<file path="src/colour_stage_defs.vh">
`ifndef COLOUR_STAGE_DEFS_VH
`define COLOUR_STAGE_DEFS_VH

// Register byte addresses
`define OFS_PATTERN        12'h000
`define OFS_BLACK0         12'h004
`define OFS_BLACK1         12'h008
`define OFS_MEDIAN         12'h00c
`define OFS_GAIN_R         12'h010
`define OFS_GAIN_GR        12'h014
`define OFS_GAIN_GB        12'h018
`define OFS_GAIN_B         12'h01c
`define OFS_CONTROL        12'h020
`define OFS_STATUS         12'h024

// Pattern map field positions (low bit of each two-bit field)
`define POS_F1P0           14
`define POS_F1P1           12
`define POS_F1P2           10
`define POS_F1P3           8
`define POS_F0P0           6
`define POS_F0P1           4
`define POS_F0P2           2
`define POS_F0P3           0

// Colour classes
`define CLS_R              2'd0
`define CLS_GR             2'd1
`define CLS_GB             2'd2
`define CLS_B              2'd3

// Field widths
`define PIX_W              14
`define GAIN_W             11
`define GAIN_FRAC          8
`define MEDIAN_W           14

// Reset values
`define RST_PATTERN        16'h0000
`define RST_BLACK          16'h0000
`define RST_MEDIAN         14'h0000
`define RST_GAIN           11'h100
`define RST_CONTROL        1'b0

// FIFO
`define FIFO_DEPTH         4
`define FIFO_AW            2

`endif

</file>
<file path="src/pixel_fifo.v">
`timescale 1ns/1ps
`default_nettype none

module pixel_fifo #(
    parameter WIDTH = 16,
    parameter DEPTH = 4,
    parameter AW    = 2
) (
    input  wire             clk,
    input  wire             rst,
    input  wire             in_valid,
    output wire             in_ready,
    input  wire [WIDTH-1:0] in_data,
    output wire             out_valid,
    input  wire             out_ready,
    output wire [WIDTH-1:0] out_data
);
    reg  [WIDTH-1:0] mem [0:DEPTH-1];
    reg  [AW-1:0]    wr_q;
    reg  [AW-1:0]    rd_q;
    reg  [AW:0]      cnt_q;
    wire             push;
    wire             pop;
    localparam [AW:0] FULL_COUNT = DEPTH;

    assign in_ready  = (cnt_q != FULL_COUNT);
    assign out_valid = (cnt_q != {(AW+1){1'b0}});
    assign out_data  = mem[rd_q];
    assign push      = in_valid && in_ready;
    assign pop       = out_valid && out_ready;

    always @(posedge clk) begin
        if (push) begin
            mem[wr_q] <= in_data;
        end
    end

    // Pointers wrap naturally only for power-of-two depth
    always @(posedge clk) begin
        if (rst) begin
            wr_q  <= {AW{1'b0}};
            rd_q  <= {AW{1'b0}};
            cnt_q <= {(AW+1){1'b0}};
        end else begin
            if (push) begin
                wr_q <= wr_q + 1'b1;
            end
            if (pop) begin
                rd_q <= rd_q + 1'b1;
            end
            if (push && !pop) begin
                cnt_q <= cnt_q + 1'b1;
            end else if (pop && !push) begin
                cnt_q <= cnt_q - 1'b1;
            end
        end
    end
endmodule // pixel_fifo

`default_nettype wire

</file>
<file path="src/colour_stage.v">
`timescale 1ns/1ps
`default_nettype none
`include "colour_stage_defs.vh"

module colour_stage (
    input  wire        SYS_CLK,
    input  wire        RESET,
    input  wire        PSEL,
    input  wire        PENABLE,
    input  wire        PWRITE,
    input  wire [11:0] PADDR,
    input  wire [31:0] PWDATA,
    output reg  [31:0] PRDATA,
    output wire        PREADY,
    output wire        PSLVERR,
    input  wire        VERTICAL_SYNC_PULSE,
    input  wire        FIELD_ID,
    input  wire        LINE_START,
    input  wire        PIX_VALID,
    output wire        PIX_READY,
    input  wire [13:0] PIX_DATA,
    output wire        OUT_VALID,
    input  wire        OUT_READY,
    output wire [13:0] OUT_DATA,
    output wire [1:0]  OUT_CLASS,
    output wire [13:0] MEDIAN_THRESHOLD_VALUE
);
    // Software copies
    reg  [15:0] color_pattern_map_q;
    reg  [15:0] black_comp_red_greenred_q;
    reg  [15:0] black_comp_greenblue_blue_q;
    reg  [13:0] median_threshold_value_q;
    reg  [10:0] gain_red_class_q;
    reg  [10:0] gain_greenred_class_q;
    reg  [10:0] gain_greenblue_class_q;
    reg  [10:0] gain_blue_class_q;
    reg         stripe_mode_q;
    // Active copies, loaded at vertical sync
    reg  [15:0] act_pattern_q;
    reg  [7:0]  act_black_q [0:3];
    reg  [10:0] act_gain_q  [0:3];
    reg         act_stripe_q;
    reg  [15:0] vsync_count_q;
    // Pixel position tracking
    reg         line_odd_q;
    reg  [1:0]  pix_count_q;
    reg         first_line_q;

    wire        wr_en;
    wire        rd_en;
    wire        access;
    reg         addr_ok;

    assign access  = PSEL && PENABLE;
    assign PREADY  = 1'b1;
    assign wr_en   = access && PWRITE && addr_ok;
    // Read data latched in setup so it stands through the access phase
    assign rd_en   = PSEL && !PENABLE && !PWRITE;
    assign PSLVERR = access && !addr_ok;
    assign MEDIAN_THRESHOLD_VALUE = median_threshold_value_q;

    always @* begin
        case (PADDR)
            `OFS_PATTERN, `OFS_BLACK0, `OFS_BLACK1, `OFS_MEDIAN,
            `OFS_GAIN_R, `OFS_GAIN_GR, `OFS_GAIN_GB, `OFS_GAIN_B,
            `OFS_CONTROL, `OFS_STATUS: addr_ok = 1'b1;
            default: addr_ok = 1'b0;
        endcase
    end

    // Register writes; reserved bits are dropped so they read zero
    always @(posedge SYS_CLK) begin
        if (RESET) begin
            color_pattern_map_q         <= `RST_PATTERN;
            black_comp_red_greenred_q   <= `RST_BLACK;
            black_comp_greenblue_blue_q <= `RST_BLACK;
            median_threshold_value_q    <= `RST_MEDIAN;
            gain_red_class_q            <= `RST_GAIN;
            gain_greenred_class_q       <= `RST_GAIN;
            gain_greenblue_class_q      <= `RST_GAIN;
            gain_blue_class_q           <= `RST_GAIN;
            stripe_mode_q               <= `RST_CONTROL;
        end else if (wr_en) begin
            case (PADDR)
                `OFS_PATTERN: color_pattern_map_q <= PWDATA[15:0];
                `OFS_BLACK0:  black_comp_red_greenred_q <= PWDATA[15:0];
                `OFS_BLACK1:  black_comp_greenblue_blue_q <= PWDATA[15:0];
                `OFS_MEDIAN:  median_threshold_value_q <= PWDATA[13:0];
                `OFS_GAIN_R:  gain_red_class_q <= PWDATA[10:0];
                `OFS_GAIN_GR: gain_greenred_class_q <= PWDATA[10:0];
                `OFS_GAIN_GB: gain_greenblue_class_q <= PWDATA[10:0];
                `OFS_GAIN_B:  gain_blue_class_q <= PWDATA[10:0];
                `OFS_CONTROL: stripe_mode_q <= PWDATA[0];
                default: ;
            endcase
        end
    end

    always @(posedge SYS_CLK) begin
        if (RESET) begin
            PRDATA <= 32'h0000_0000;
        end else if (rd_en) begin
            case (PADDR)
                `OFS_PATTERN: PRDATA <= {16'h0000, color_pattern_map_q};
                `OFS_BLACK0:  PRDATA <= {16'h0000, black_comp_red_greenred_q};
                `OFS_BLACK1:  PRDATA <= {16'h0000, black_comp_greenblue_blue_q};
                `OFS_MEDIAN:  PRDATA <= {18'h00000, median_threshold_value_q};
                `OFS_GAIN_R:  PRDATA <= {21'h000000, gain_red_class_q};
                `OFS_GAIN_GR: PRDATA <= {21'h000000, gain_greenred_class_q};
                `OFS_GAIN_GB: PRDATA <= {21'h000000, gain_greenblue_class_q};
                `OFS_GAIN_B:  PRDATA <= {21'h000000, gain_blue_class_q};
                `OFS_CONTROL: PRDATA <= {31'h00000000, stripe_mode_q};
                `OFS_STATUS:  PRDATA <= {act_stripe_q, 15'h0000, vsync_count_q};
                default:      PRDATA <= 32'h0000_0000;
            endcase
        end
    end

    // Shadow transfer; mid-frame writes, except to the median threshold, never tear a frame
    always @(posedge SYS_CLK) begin
        if (RESET) begin
            act_pattern_q  <= `RST_PATTERN;
            act_stripe_q   <= `RST_CONTROL;
            act_black_q[0] <= 8'h00;
            act_black_q[1] <= 8'h00;
            act_black_q[2] <= 8'h00;
            act_black_q[3] <= 8'h00;
            act_gain_q[0]  <= `RST_GAIN;
            act_gain_q[1]  <= `RST_GAIN;
            act_gain_q[2]  <= `RST_GAIN;
            act_gain_q[3]  <= `RST_GAIN;
            vsync_count_q  <= 16'h0000;
        end else if (VERTICAL_SYNC_PULSE) begin
            act_pattern_q  <= color_pattern_map_q;
            act_stripe_q   <= stripe_mode_q;
            act_black_q[0] <= black_comp_red_greenred_q[15:8];
            act_black_q[1] <= black_comp_red_greenred_q[7:0];
            act_black_q[2] <= black_comp_greenblue_blue_q[15:8];
            act_black_q[3] <= black_comp_greenblue_blue_q[7:0];
            act_gain_q[0]  <= gain_red_class_q;
            act_gain_q[1]  <= gain_greenred_class_q;
            act_gain_q[2]  <= gain_greenblue_class_q;
            act_gain_q[3]  <= gain_blue_class_q;
            vsync_count_q  <= vsync_count_q + 16'h0001;
        end
    end

    // Line parity and pixel count; first line after vsync is even
    wire pix_take;
    wire fifo_in_ready;
    reg  stage_valid_q;
    assign pix_take  = PIX_VALID && PIX_READY;

    always @(posedge SYS_CLK) begin
        if (RESET) begin
            line_odd_q   <= 1'b0;
            pix_count_q  <= 2'd0;
            first_line_q <= 1'b1;
        end else if (VERTICAL_SYNC_PULSE) begin
            line_odd_q   <= 1'b0;
            pix_count_q  <= 2'd0;
            first_line_q <= 1'b1;
        end else if (LINE_START) begin
            line_odd_q   <= first_line_q ? 1'b0 : ~line_odd_q;
            pix_count_q  <= 2'd0;
            first_line_q <= 1'b0;
        end else if (pix_take) begin
            if (act_stripe_q) begin
                pix_count_q <= (pix_count_q == 2'd2) ? 2'd0 : pix_count_q + 2'd1;
            end else begin
                pix_count_q <= {1'b0, ~pix_count_q[0]};
            end
        end
    end

    // Position index 0..3 into the chosen field's byte
    reg  [1:0] pos;
    reg  [1:0] cls;
    wire [7:0] field_map;
    assign field_map = FIELD_ID ? act_pattern_q[15:8] : act_pattern_q[7:0];

    always @* begin
        if (act_stripe_q) begin
            pos = pix_count_q;
        end else begin
            pos = {line_odd_q, pix_count_q[0]};
        end
        case (pos)
            2'd0: cls = field_map[7:6];
            2'd1: cls = field_map[5:4];
            2'd2: cls = field_map[3:2];
            2'd3: cls = field_map[1:0];
            default: cls = `CLS_R;
        endcase
    end

    // Black compensation then gain, both with saturation
    wire signed [15:0] comp_sum;
    wire        [14:0] comp_pix;
    wire        [25:0] product;
    wire        [17:0] gained;
    reg         [13:0] result;
    assign comp_sum = $signed({2'b00, PIX_DATA})
                    + $signed({{8{act_black_q[cls][7]}}, act_black_q[cls]});
    assign comp_pix = comp_sum[15] ? 15'h0000 : comp_sum[14:0];
    assign product  = comp_pix * act_gain_q[cls];
    assign gained   = product[25:8];

    always @* begin
        if (gained > 18'h03fff) begin
            result = 14'h3fff;
        end else begin
            result = gained[13:0];
        end
    end

    // One output register stage, stalled by the FIFO
    reg  [13:0] stage_data_q;
    reg  [1:0]  stage_class_q;
    wire [15:0] fifo_out;
    assign PIX_READY = !stage_valid_q || fifo_in_ready;

    always @(posedge SYS_CLK) begin
        if (RESET) begin
            stage_valid_q <= 1'b0;
            stage_data_q  <= 14'h0000;
            stage_class_q <= `CLS_R;
        end else if (PIX_READY) begin
            stage_valid_q <= PIX_VALID;
            if (PIX_VALID) begin
                stage_data_q  <= result;
                stage_class_q <= cls;
            end
        end
    end

    pixel_fifo #(
        .WIDTH (16),
        .DEPTH (`FIFO_DEPTH),
        .AW    (`FIFO_AW)
    ) u_fifo (
        .clk       (SYS_CLK),
        .rst       (RESET),
        .in_valid  (stage_valid_q),
        .in_ready  (fifo_in_ready),
        .in_data   ({stage_class_q, stage_data_q}),
        .out_valid (OUT_VALID),
        .out_ready (OUT_READY),
        .out_data  (fifo_out)
    );

    assign OUT_DATA  = fifo_out[13:0];
    assign OUT_CLASS = fifo_out[15:14];
endmodule // colour_stage

`default_nettype wire

</file>
<file path="config.mk">
export PLATFORM = sky130hd
export DESIGN_NAME = colour_stage
export DESIGN_NICKNAME = d
export VERILOG_FILES = /design/src/pixel_fifo.v /design/src/colour_stage.v
export VERILOG_INCLUDE_DIRS = /design/src /design/src/src
export SDC_FILE = /design/constraint.sdc
export NUM_CORES = 1
export LEC_CHECK = 0
export BUFFER_PORTS_ARGS = -buffer_cell sky130_fd_sc_hd__buf_2
export CAP_MARGIN = 10
export CELL_PAD_IN_SITES_DETAIL_PLACEMENT = 1
export CELL_PAD_IN_SITES_GLOBAL_PLACEMENT = 1
export CORE_UTILIZATION = 48
export CTS_BUF_LIST = sky130_fd_sc_hd__clkbuf_8 sky130_fd_sc_hd__clkbuf_16
export CTS_CLUSTER_SIZE = 28
export DETAILED_ROUTE_END_ITERATION = 6
export PLACE_DENSITY_LB_ADDON = 0.08
export SYNTH_ARGS = -nofsm -noshare
export SYNTH_HDL_FRONTEND = slang
export SYNTH_SLANG_ARGS = --single-unit
</file>
<file path="constraint.sdc">
create_clock -name SYS_CLK -period 14.1 [get_ports SYS_CLK]
set_input_delay 2.82 -clock SYS_CLK [delete_from_list [all_inputs] [get_ports SYS_CLK]]
set_output_delay 2.82 -clock SYS_CLK [all_outputs]
set_load 0.01 [all_outputs]
</file>
==> results.ini <==
[status]
status=finished, violations left
violations=DRC

[cells_and_area]
layout-drive-gt1-share_pct=11.02
finalNonFillerCells=2682
multi_input_area_um2=10870
fill_cells=4612
area_growth_pct=10.56
seq_area_um2=7948
fin_nets=2394
n_antenna_cell=0
finish.utilization_pct=53.91
final_area_um2=22060

[timing]
skew_ns=0.01585
timing.setup.tns_ns=0
slew_violations=0
layout_worst_path_cycle_share_pct=90.75
max_freq_mhz=78.15
final.min_clock_period_ns=12.80
hold_viol=0
relSlewSlack_pct=20.29
finalSetupViolCount=0
rsz0062_at_grt=no
tightestPinTransition_ns=1.191

[synthesis]
ys_ff_latch=327
synth_largest_area_cell=edfxtp_1
ys.flop_type=dfxtp_1
synth_top_area_share_pct=21.07
synth_warnings=0
yosys.cell_types.count=70
synth.avg_cell_area_um2=9.626
synth_edf_count=140
yosysSeqAreaShare_pct=39.83
netlist_instances=2073
synthTopCellsByArea=edfxtp_1, dfxtp_1, fa_1
synth_area_um2=19950
synthArstFlopShare_pct=0

[floorplan]
die-width_um=205.9
design.core.area_um2=40920
ioPinCount=134
dieArea_um2=42390
die_y_um=205.9
start_util_pct=48.76
rows=74

[setup_path]
ff2ff_setup_slack_ns=3.02
cp.required_ns=14.49
worst-path-buf-inv=6
path_class=input pin to register
cp_slowest_cell=mux4_2
cp-end-kind=register
worstPathMaxFanout=23
cpLargestDelayFamily=compound AO/OA/AOI/OAI gates
slowest_delay_ns=0.67
ff2ff_path_depth=37
r2r_start=act_stripe_q
cp.arrival_ns=13.19
cpMostUsedCell=fa_1
r2r-end=stage_data_q[10]
crit_path_start_kind=input pin

[clock_network]
cts_hold_buf=0
post_cts_resize_count=0
cts_max_path_buffers=3
clk_latency_ns=0.55
root_buffer=clkbuf_16
cts.clk_slew.worst_paths_ns=0.06
post_cts.repair.setup_buffers=0
h-tree-depth=2
cts_buffers=36
clkSinkCount=327
cts_tree=yes

[routing]
drtAntennaViolNets=0
drc=2
routed_wl_mm=58.28
via_per_inst=5.745
drtPass1Iterations=7
drt-initial-drc-count=1077
wl_per_cell_um=21.73
vias=15407

[job]
maxCapViolCount=0

[placement]
dp_cells=2616
placed_area_um2=20840
dpl.hpwl_mm=43.26
gp_congestion=0.9152
portBuffers=101

[hold_path]
hp-start=PRDATA[31]
hold-path-endpoint=PRDATA[31]
min_path_type=register to register
hold_depth=2

[power_and_ir_drop]
p_leak_nw=9.195
ir_worst_vdd_mv=0.09316
p_per_area_nw_per_um2=138.2

[global_route]
grt_pass1_wl_mm=91.60
grt_use_total_pct=28.34
grt_overflow=0
antenna_found_initial=0
grt_pass1_vias=16276
grt_max_degree=99

## cell usage in the layout (no fill, tap or decap), types with 36 or more instances in the layout
cell type	instances
edfxtp_1	140
fa_1	117
clkbuf_16	36
buf_2	100
nor2_1	166
inv_1	168
and2_1	95
nand2_1	355
ha_1	86
mux2i_1	75
a21oi_1	149
dfxtp_1	187
## logic make-up (layout without fill, tap and decap cells)
family | after synthesis | in the layout | share of synthesized area, %
and+or+nand+nor | 761 | 761 | 17.12
AOI/OAI and AO/OA | 337 | 337 | 11.40
DFF | 327 | 327 | 39.83
buffers and inverters | 297 | 360 | 6.176
adders and majority gates | 203 | 203 | 17.13
muxes | 104 | 104 | 6.465
xor gates and xnor gates | 42 | 42 | 1.843
other | 2 | 16 | 0.03764
## stage by stage
stage          hold slack, ns  power (W)  worst slack, ns
2_1_floorplan          0.4280   0.001810            1.663
6_report               0.4658   0.003048            1.304
5_1_grt                0.4928   0.003228           0.6094
3_3_place_gp           0.4360   0.002082           0.8505
3_5_place_dp           0.4477   0.002110           0.7177
4_1_cts                0.4714   0.003074            1.275
## routing by layer
layer	share of wire, %	global-route usage [%]
met5	0	0
met4	2.4	8.062
met3	4.3	3.390
met2	51	50.30
met1	43	36.20
## area by class of cell
class | instances | share of cell area [%]
clock buffers | 42 | 4.458
multi-input cells | 1463 | 49.29
inverters | 166 | 2.836
clock inverters | 23 | 1.044
repair buffers | 129 | 3.329
flip-flops and latches | 327 | 36.03
well taps | 532 | 3.017
## synthesized netlist by cell type, types with 13 or more instances
library cell,count
nand2_1,355
dfxtp_1,187
nor2_1,167
inv_1,165
a21oi_1,151
edfxtp_1,140
fa_1,117
and2_1,95
clkbuf_1,94
ha_1,86
mux2i_1,75
nand3_1,32
o21ai_0,28
a221oi_1,25
xor2_1,25
a311oi_1,20
and3_1,20
a211oi_1,19
nor3_1,18
buf_4,17
mux4_2,17
xnor2_1,17
a21o_1,16
nor2b_1,16
a222oi_1,14
nand4_1,14
nor4_1,13
## state kept, by name, indices dropped and copies added, names as in the netlist, 16 cells and up, named ones only
signal / cells
PRDATA: 17
act_black_q: 32
act_gain_q: 44
act_pattern_q: 16
black_comp_greenblue_blue_q: 16
black_comp_red_greenred_q: 16
color_pattern_map_q: 16
u_fifo.mem: 64
vsync_count_q: 16
## worst min-delay path, stage by stage, from the launching register on
cell and delay, ns:
dfxtp_1 0.32, nand2_1 0.05, a21oi_1 0.05
## worst max path at each step
stage          startpoint                to  slack [ns]  cells past startpoint
2_1_floorplan    FIELD_ID  stage_data_q[11]        1.66                     43
6_report         FIELD_ID  stage_data_q[10]        1.30                     38
3_3_place_gp     FIELD_ID  stage_data_q[13]        0.85                     38
5_1_grt          FIELD_ID   stage_data_q[6]        0.61                     39
4_1_cts          FIELD_ID  stage_data_q[10]        1.28                     38
3_5_place_dp     FIELD_ID   stage_data_q[1]        0.72                     38
## where the power goes
part           internal, W  switching [W]
clock             0.000574       0.000391
sequential         0.00105      0.0000523
combinational     0.000373       0.000603
Power figures use the tool's default switching activity.
